===== src/design/ssdc_params.svh =====
// Constants for the selection validation and drive control block.
// Assumes a Wishbone classic slave with 32-bit data, byte addresses.
`ifndef SSDC_PARAMS_SVH
`define SSDC_PARAMS_SVH
`define SSDC_A_HCTL     6'h00
`define SSDC_A_HSTAT    6'h04
`define SSDC_A_ID       6'h08
`define SSDC_A_ARBSEL   6'h0c
`define SSDC_A_ROLE     6'h10
`define SSDC_A_ISTAT    6'h14
`define SSDC_A_ICLR     6'h18
`define SSDC_A_QOUT     6'h1c
`define SSDC_A_QCNT     6'h20
`define SSDC_A_IDS      6'h24
`define SSDC_A_SEL      6'h28
`define SSDC_A_PHASE    6'h2c
`define SSDC_THR_LO     6
`define SSDC_THR_HI     7
`define SSDC_THR_MODE_A 2'h3
`define SSDC_THR_MODE_B 2'h2
`define SSDC_THR_FAST   2'h0
`define SSDC_EV_STATUS  0
`define SSDC_EV_ABORT   1
`define SSDC_EV_LINK    2
`define SSDC_EV_SELIN   3
`define SSDC_HC_HALT    0
`define SSDC_HC_MODE    1
`define SSDC_AS_ARB     0
`define SSDC_AS_BSY     1
`define SSDC_AS_SEL     2
`define SSDC_VENDOR_ID  16'h5a5a
`define SSDC_DEVICE_ID  16'h0a0a
`endif


===== src/design/ssdc_pkg.sv =====
// Types for the selection validation and drive control block.
// Assumes the params header supplies all numeric constants.
package ssdc_pkg;
  typedef enum logic [1:0] {
    SSDC_SEL_OUT   = 2'b00,
    SSDC_SEL_IN    = 2'b01,
    SSDC_RESEL_OUT = 2'b10,
    SSDC_RESEL_IN  = 2'b11
  } ssdc_sel_kind_t;
  typedef enum logic [1:0] {
    SSDC_IDLE = 2'b00,
    SSDC_WAIT = 2'b01,
    SSDC_ACK  = 2'b10
  } ssdc_bus_st_t;
endpackage


===== src/design/ssdc_core.sv =====
// Selection decoder, role flags, SCSI drive gating and host register file.
// Assumes a Wishbone classic master and a sequencer port in the same clock domain.
//
// The address map and the Wishbone register port were decided locally.
`timescale 1ns/1ps
`include "ssdc_params.svh"
module ssdc_core #(
  parameter int QDEPTH = 8
) (
  input  wire logic        sys_clk,
  input  wire logic        reset,
  input  wire logic        wb_cyc_i,
  input  wire logic        wb_stb_i,
  input  wire logic        wb_we_i,
  input  wire logic [5:0]  wb_adr_i,
  input  wire logic [3:0]  wb_sel_i,
  input  wire logic [31:0] wb_dat_i,
  output logic      [31:0] wb_dat_o,
  output logic             wb_ack_o,
  input  wire logic [3:0]  own_id,
  input  wire logic        sel_valid,
  input  wire ssdc_pkg::ssdc_sel_kind_t sel_kind,
  input  wire logic [15:0] scsi_data_in,
  input  wire logic        scsi_par_lo,
  input  wire logic        scsi_par_hi,
  input  wire logic        seq_status_done,
  input  wire logic [7:0]  seq_status_byte,
  input  wire logic        seq_no_block,
  input  wire logic        seq_linked_done,
  input  wire logic        seq_q_push,
  input  wire logic [7:0]  seq_q_data,
  input  wire logic        seq_sync_done,
  input  wire logic        seq_sync_fast,
  input  wire logic        seq_bus_free,
  output logic             seq_halt,
  output logic             abort_msg_req,
  output logic             sel_respond,
  output logic [15:0]      scsi_data_out,
  output logic [15:0]      scsi_data_oe,
  output logic             bsy_oe,
  output logic             sel_oe,
  output logic             req_oe,
  output logic             ack_oe,
  output logic             cd_oe,
  output logic             io_oe,
  output logic             msg_oe,
  output logic             io_dir
);
  initial begin
    if (QDEPTH < 2 || QDEPTH > 256) $error("QDEPTH out of range");
    // Queue pointers wrap by overflow, so only powers of two are served
    if ((QDEPTH & (QDEPTH - 1)) != 0) $error("QDEPTH must be a power of two");
  end

  localparam int QW = $clog2(QDEPTH);

  logic [7:0]  hctl;
  logic [1:0]  thr;
  logic [3:0]  id_grp;
  logic [2:0]  arbsel;
  logic        init_flag;
  logic        targ_flag;
  logic [3:0]  istat;
  logic [4:0]  phase;
  logic [7:0]  qmem [QDEPTH];
  logic [QW-1:0] q_rd;
  logic [QW-1:0] q_wr;
  logic [QW:0]   q_cnt;

  // Bus access decode
  wire req     = wb_cyc_i & wb_stb_i & ~wb_ack_o;
  wire wr      = req & wb_we_i & wb_sel_i[0];
  wire rd      = req & ~wb_we_i;
  wire wr_hctl = wr && (wb_adr_i == `SSDC_A_HCTL);
  wire wr_id   = wr && (wb_adr_i == `SSDC_A_ID);
  wire wr_as   = wr && (wb_adr_i == `SSDC_A_ARBSEL);
  wire wr_icl  = wr && (wb_adr_i == `SSDC_A_ICLR);
  wire wr_ph   = wr && (wb_adr_i == `SSDC_A_PHASE);
  wire rd_q    = rd && (wb_adr_i == `SSDC_A_QOUT) && (q_cnt != '0);

  // Selection pattern decode
  wire [4:0] n_lo = 5'($countones(scsi_data_in[7:0]));
  wire [4:0] n_hi = 5'($countones(scsi_data_in[15:8]));
  wire comb_a = (n_lo == 5'h0) && scsi_par_lo && (n_hi == 5'h2) && scsi_par_hi;
  wire comb_b = (n_lo == 5'h1) && !scsi_par_lo
              && (((n_hi == 5'h1) && !scsi_par_hi) || (n_hi == 5'h0));
  wire comb_c = (n_lo == 5'h2) && scsi_par_lo && (n_hi == 5'h0);
  wire pat_ok = comb_a | comb_b | comb_c;
  wire sel_good = sel_valid & pat_ok;

  wire set_init = sel_good && (sel_kind == ssdc_pkg::SSDC_SEL_OUT
                            || sel_kind == ssdc_pkg::SSDC_RESEL_IN);
  wire set_targ = sel_good && (sel_kind == ssdc_pkg::SSDC_SEL_IN
                            || sel_kind == ssdc_pkg::SSDC_RESEL_OUT);

  wire [1:0] thr_dflt = hctl[`SSDC_HC_MODE] ? `SSDC_THR_MODE_B : `SSDC_THR_MODE_A;
  wire nonzero_st = seq_status_done && (seq_status_byte != 8'h00);

  // Events set over clear so none is lost in the cycle they are cleared
  wire [3:0] ev = {sel_good && sel_kind == ssdc_pkg::SSDC_SEL_IN,
                   seq_linked_done, seq_no_block, nonzero_st};
  wire [3:0] next_istat = (istat & ~(wr_icl ? wb_dat_i[3:0] : 4'h0)) | ev;

  wire [15:0] id_bit = 16'h0001 << id_grp;
  wire        role   = init_flag | targ_flag;

  logic [31:0] rdata;
  always_comb begin
    rdata = 32'h0;
    if (wb_adr_i == `SSDC_A_HCTL) begin
      rdata = {24'h0, hctl};
    end else if (wb_adr_i == `SSDC_A_HSTAT) begin
      rdata = {24'h0, thr, 6'h0};
    end else if (wb_adr_i == `SSDC_A_ID) begin
      rdata = {28'h0, id_grp};
    end else if (wb_adr_i == `SSDC_A_ARBSEL) begin
      rdata = {29'h0, arbsel};
    end else if (wb_adr_i == `SSDC_A_ROLE) begin
      rdata = {30'h0, targ_flag, init_flag};
    end else if (wb_adr_i == `SSDC_A_ISTAT) begin
      rdata = {28'h0, istat};
    end else if (wb_adr_i == `SSDC_A_QOUT) begin
      rdata = {24'h0, qmem[q_rd]};
    end else if (wb_adr_i == `SSDC_A_QCNT) begin
      rdata = {{(31-QW){1'b0}}, q_cnt};
    end else if (wb_adr_i == `SSDC_A_IDS) begin
      rdata = {`SSDC_DEVICE_ID, `SSDC_VENDOR_ID};
    end else if (wb_adr_i == `SSDC_A_PHASE) begin
      rdata = {27'h0, phase};
    end
  end

  // Host registers; sequencer reaches only thr via seq_sync_done in mode B, and host never halts for them
  always_ff @(posedge sys_clk) begin
    if (reset) begin
      hctl <= 8'h0;
      thr  <= `SSDC_THR_MODE_A;
    end else begin
      if (wr_hctl) hctl <= wb_dat_i[7:0];
      if (wr_hctl) thr <= wb_dat_i[`SSDC_HC_MODE] ? `SSDC_THR_MODE_B : `SSDC_THR_MODE_A;
      else if (seq_sync_done && hctl[`SSDC_HC_MODE]) thr <= seq_sync_fast ? `SSDC_THR_FAST : thr_dflt;
    end
  end

  // Control groups
  always_ff @(posedge sys_clk) begin
    if (reset) begin
      id_grp    <= 4'h0;
      arbsel    <= 3'h0;
      init_flag <= 1'b0;
      targ_flag <= 1'b0;
      phase     <= 5'h0;
    end else begin
      if (wr_id) id_grp <= own_id;
      if (wr_as) arbsel <= wb_dat_i[2:0];
      if (wr_ph) phase <= wb_dat_i[4:0];
      // A good selection wins over a bus-free clear in the same cycle
      if (set_init) begin
        init_flag <= 1'b1;
        targ_flag <= 1'b0;
      end else if (set_targ) begin
        targ_flag <= 1'b1;
        init_flag <= 1'b0;
      end else if (seq_bus_free) begin
        init_flag <= 1'b0;
        targ_flag <= 1'b0;
      end
    end
  end

  // Completion queue: sequencer pushes while host pops
  always_ff @(posedge sys_clk) begin
    if (reset) begin
      q_rd  <= '0;
      q_wr  <= '0;
      q_cnt <= '0;
      istat <= 4'h0;
    end else begin
      istat <= next_istat;
      if (seq_q_push && q_cnt != (QW+1)'(QDEPTH)) q_wr <= q_wr + QW'(1);
      if (rd_q) q_rd <= q_rd + QW'(1);
      q_cnt <= q_cnt + (QW+1)'(seq_q_push && q_cnt != (QW+1)'(QDEPTH)) - (QW+1)'(rd_q);
    end
  end

  always_ff @(posedge sys_clk) begin
    if (seq_q_push && q_cnt != (QW+1)'(QDEPTH)) qmem[q_wr] <= seq_q_data;
  end

  // Outputs, all registered; indirect ports have no host path at all
  always_ff @(posedge sys_clk) begin
    if (reset) begin
      wb_ack_o      <= 1'b0;
      wb_dat_o      <= 32'h0;
      seq_halt      <= 1'b0;
      abort_msg_req <= 1'b0;
      sel_respond   <= 1'b0;
      scsi_data_out <= 16'h0;
      scsi_data_oe  <= 16'h0;
      bsy_oe        <= 1'b0;
      sel_oe        <= 1'b0;
      req_oe        <= 1'b0;
      ack_oe        <= 1'b0;
      cd_oe         <= 1'b0;
      io_oe         <= 1'b0;
      msg_oe        <= 1'b0;
      io_dir        <= 1'b0;
    end else begin
      wb_ack_o      <= req;
      wb_dat_o      <= rdata;
      // Halt is sticky until the host clears it through the control register
      seq_halt      <= nonzero_st | (wr_hctl ? wb_dat_i[`SSDC_HC_HALT] : seq_halt);
      abort_msg_req <= seq_no_block;
      sel_respond   <= sel_good;
      scsi_data_out <= id_bit;
      scsi_data_oe  <= arbsel[`SSDC_AS_ARB] ? id_bit : 16'h0;
      bsy_oe        <= arbsel[`SSDC_AS_BSY];
      sel_oe        <= arbsel[`SSDC_AS_SEL];
      req_oe        <= targ_flag & phase[0];
      ack_oe        <= init_flag & phase[1];
      cd_oe         <= targ_flag & phase[2];
      msg_oe        <= targ_flag & phase[4];
      io_dir        <= phase[3];
      io_oe         <= role & phase[3];
    end
  end
  // Linked completion lands in the link event bit (bit 2) via ev above.
endmodule


===== config.mk =====
export PLATFORM = sky130hd
export DESIGN_NAME = ssdc_core
export DESIGN_NICKNAME = d
export VERILOG_FILES = /design/src/design/ssdc_pkg.sv /design/src/design/ssdc_core.sv
export VERILOG_INCLUDE_DIRS = /design/src /design/src/design
export SDC_FILE = /design/constraint.sdc
export NUM_CORES = 1
export LEC_CHECK = 0
export BUFFER_PORTS_ARGS = -buffer_cell sky130_fd_sc_hd__buf_4
export CAP_MARGIN = 20
export CORE_ASPECT_RATIO = 1.2
export CORE_MARGIN = 10
export CORE_UTILIZATION = 40
export CTS_BUF_LIST = sky130_fd_sc_hd__clkbuf_8
export DETAILED_ROUTE_END_ITERATION = 16
export PLACE_DENSITY = 0.66
export SETUP_SLACK_MARGIN = 0.4
export SLEW_MARGIN = 0
export SYNTH_ARGS = -nofsm -noshare
export SYNTH_HDL_FRONTEND = slang
export SYNTH_SLANG_ARGS = --single-unit

===== constraint.sdc =====
create_clock -name sys_clk -period 13.75 [get_ports sys_clk]
set_input_delay 2.75 -clock sys_clk [delete_from_list [all_inputs] [get_ports sys_clk]]
set_output_delay 2.75 -clock sys_clk [all_outputs]
set_load 0.05 [all_outputs]

==> results.json <==
{
  "critPathCaptureType": "flop",
  "cp.arrival_ns": 6.73,
  "cp-start-kind": "input port",
  "crit_type": "in -> reg",
  "clkLatencyLatePin_ns": 0.45,
  "async_flop_share_pct": 0,
  "powerDensity_nw_per_um2": 126,
  "setup_violations": 0,
  "synth_cells": 578,
  "cts.sinks": 158,
  "drive_above_1_share_pct": 26.1,
  "initialDrtViolationCount": 280,
  "synth.avg_cell_area_um2": 11.4,
  "finalMaxSlewViolations": 0,
  "synthFlopType": "dfxtp_1",
  "drcViolationCount": 0,
  "grt_max_degree": 58,
  "cts_hold_buf": 0,
  "ios": 171,
  "die_w_um": 137,
  "num_antenna_cells": 0,
  "mostFrequentLayoutCell": "buf_4",
  "finClkSkew_ns": 0.0122,
  "grt_antenna_before_repair": 0,
  "dp_hpwl_mm": 12.0,
  "first_pass_iters": 4,
  "max_freq_mhz": 157,
  "syn-cell-area_um2": 6580,
  "ys_ff_latch": 158,
  "min_path_type": "reg -> reg",
  "row_count": 51,
  "leakage_nw": 3.15,
  "synth_seq_area_share_pct": 57.8,
  "crit_chain": "buf_4 > inv_1 > fa_1 > fa_1 > fa_1 > inv_1 > ha_1 > inv_1 > fa_1 > or3b_2 > a2111oi_0 > a31o_2 > nand2_1 > o31ai_1",
  "cts_max_level": 4,
  "die-area_um2": 22000,
  "fin_crit_sh_pct": 46.4,
  "worst_pin_slew_ns": 0.927,
  "wl_per_cell_um": 17.2,
  "fillerInstances": 1465,
  "via_count": 4508,
  "overflow": 0,
  "max_cap_violations": 0,
  "core_um2": 16200,
  "wl_mm": 15.7,
  "rsz0062_at_grt": "false",
  "crit_fanout": 4,
  "finalInstanceArea_um2": 8050,
  "tritoncts": "done",
  "clockBufferDepth": 2,
  "cpMostUsedCell": "fa_1",
  "post-cts-setup-buffers": 0,
  "cts_resized": 0,
  "die_h_um": 161,
  "synth_edf_count": 64,
  "ir_worst_vdd_uv": 62.0,
  "finalWeightedCongestion": 0.855,
  "port_buffers": 127,
  "syn2layout_area_growth_pct": 22.3,
  "grt_pass1_wl_mm": 24.2,
  "post_dp_cell_area_um2": 7580,
  "mostFrequentLayoutCells": "buf_4 (129), dfxtp_1 (94), nor2_1 (79)",
  "grt_pass1_vias": 4640,
  "slowest_stage": "a2111oi_0",
  "fin_crit_ns": 6.38,
  "synth_cell_types": 58,
  "status": "complete, no violations",
  "hold_violations": 0,
  "fin_util_pct": 49.7,
  "final_antenna_net_count": 0,
  "slowest_delay_ns": 0.65,
  "vias_per_cell": 4.92,
  "clk_pin_slew_ns": 0.08,
  "yosys_warnings": 0,
  "critical_path_required_ns": 14.10,
  "fin_nets": 812,
  "relSlewSlack_pct": 38.0,
  "numCtsBuffers": 17,
  "tns_ns": 0,
  "grt.total_usage_pct": 14.1,
  "cts_root_buffer": "clkbuf_8",
  "start_util_pct": 40.6
}
-- worst max-delay path: cells and delay by family --
family	cells	cell delay, ns
AOI/OAI and AO/OA	3	1.11
adders and majority gates	5	2.11
buffers and inverters	4	0.24
and+or+nand+nor	2	0.54
-- through the flow --
step	hold slack (ns)	instances	setup slack [ns]	power, W
after floorplan	0.432	593	7.37	0.000606
after global placement	0.442	885	7.14	0.000638
after detailed placement	0.451	885	6.96	0.000645
after CTS	0.464	916	7.42	0.00102
after global routing	0.481	917	7.26	0.00105
final	0.462	917	7.37	0.00101
-- flip-flops by register name, summed over array words and instances, names as in the netlist, 2 cells and up, named ones only --
name           flops
phase              5
thr                2
qmem              64
scsi_data_oe      16
istat              4
hctl               8
wb_dat_o           9
q_cnt              4
q_rd               3
id_grp             4
arbsel             3
q_wr               3
scsi_data_out     16
-- final timing paths --
check                  startpoint        end  slack (ns)  cells after the start
setup / recovery  scsi_data_in[8]  targ_flag        7.37                     14
hold / removal            hctl[7]    hctl[7]        0.46                      2
setup reg to reg         q_cnt[2]   q_cnt[2]       11.28                     11
hold reg to reg           hctl[7]    hctl[7]        0.46                      2
-- cell type report --
class	instances	area [µm²]	area share (%)
Inverter	39	146	1.82
Clock buffer	19	262	3.25
Multi-Input combinational cell	347	2390	29.7
Tap cell	212	265	3.29
Clock inverter	12	184	2.28
Sequential cell	158	3800	47.2
Timing Repair Buffer	130	996	12.4
-- per-layer routing --
layer | wire length, µm | share of wire (%) | GRT usage (%)
met1 | 5850 | 37 | 14.2
met2 | 8480 | 54 | 26.1
met3 | 1040 | 6.6 | 3.96
met4 | 368 | 2.3 | 5.71
met5 | 0 | 0 | 0
-- cells in the mapped netlist, types with 2 or more instances --
| cell type | count | share of area [%] |
|---|---|---|
| nor3_1 | 10 | 0.76 |
| xor2_1 | 4 | 0.53 |
| o22ai_1 | 2 | 0.19 |
| a21oi_1 | 23 | 1.7 |
| or4_1 | 3 | 0.34 |
| a31oi_1 | 8 | 0.76 |
| nand2b_1 | 9 | 0.86 |
| and2_1 | 3 | 0.29 |
| or3_1 | 3 | 0.29 |
| a22oi_1 | 3 | 0.34 |
| buf_6 | 3 | 0.51 |
| buf_1 | 4 | 0.23 |
| inv_1 | 39 | 2.2 |
| nor2_1 | 79 | 4.5 |
| o211ai_1 | 2 | 0.23 |
| nand3b_1 | 4 | 0.46 |
| nor3_2 | 2 | 0.30 |
| or2_2 | 2 | 0.19 |
| nand2_1 | 47 | 2.7 |
| dfxtp_1 | 94 | 29 |
| edfxtp_1 | 64 | 29 |
| nor2b_1 | 13 | 1.2 |
| fa_1 | 9 | 2.7 |
| clkbuf_1 | 18 | 1.0 |
| nand3_1 | 8 | 0.61 |
| mux2i_1 | 25 | 3.8 |
| mux4_2 | 14 | 4.8 |
| o21ai_0 | 6 | 0.46 |
| nor3b_1 | 5 | 0.57 |
| buf_4 | 23 | 2.6 |
| o21a_1 | 2 | 0.23 |
| ha_1 | 15 | 2.9 |
| nor4_1 | 7 | 0.67 |
-- power breakdown --
group          switching (W)  internal [W]  total (W)
clock               0.000170      0.000209   0.000378
sequential        0.00000676      0.000501   0.000508
combinational      0.0000742     0.0000516   0.000126
total               0.000251      0.000761    0.00101
-- logic make-up after synthesis --
group	Yosys count	share of synthesized area, %
XOR/XNOR	5	0.665
flip-flops	158	57.8
multiplexers	40	8.76
other	1	0.0570
adder cells (fa/ha/maj)	24	5.59
AO/OA/AOI/OAI	60	5.78
AND/OR/NAND/NOR	202	14.7
buffers and inverters	88	6.69
Power figures use the tool's default switching activity.
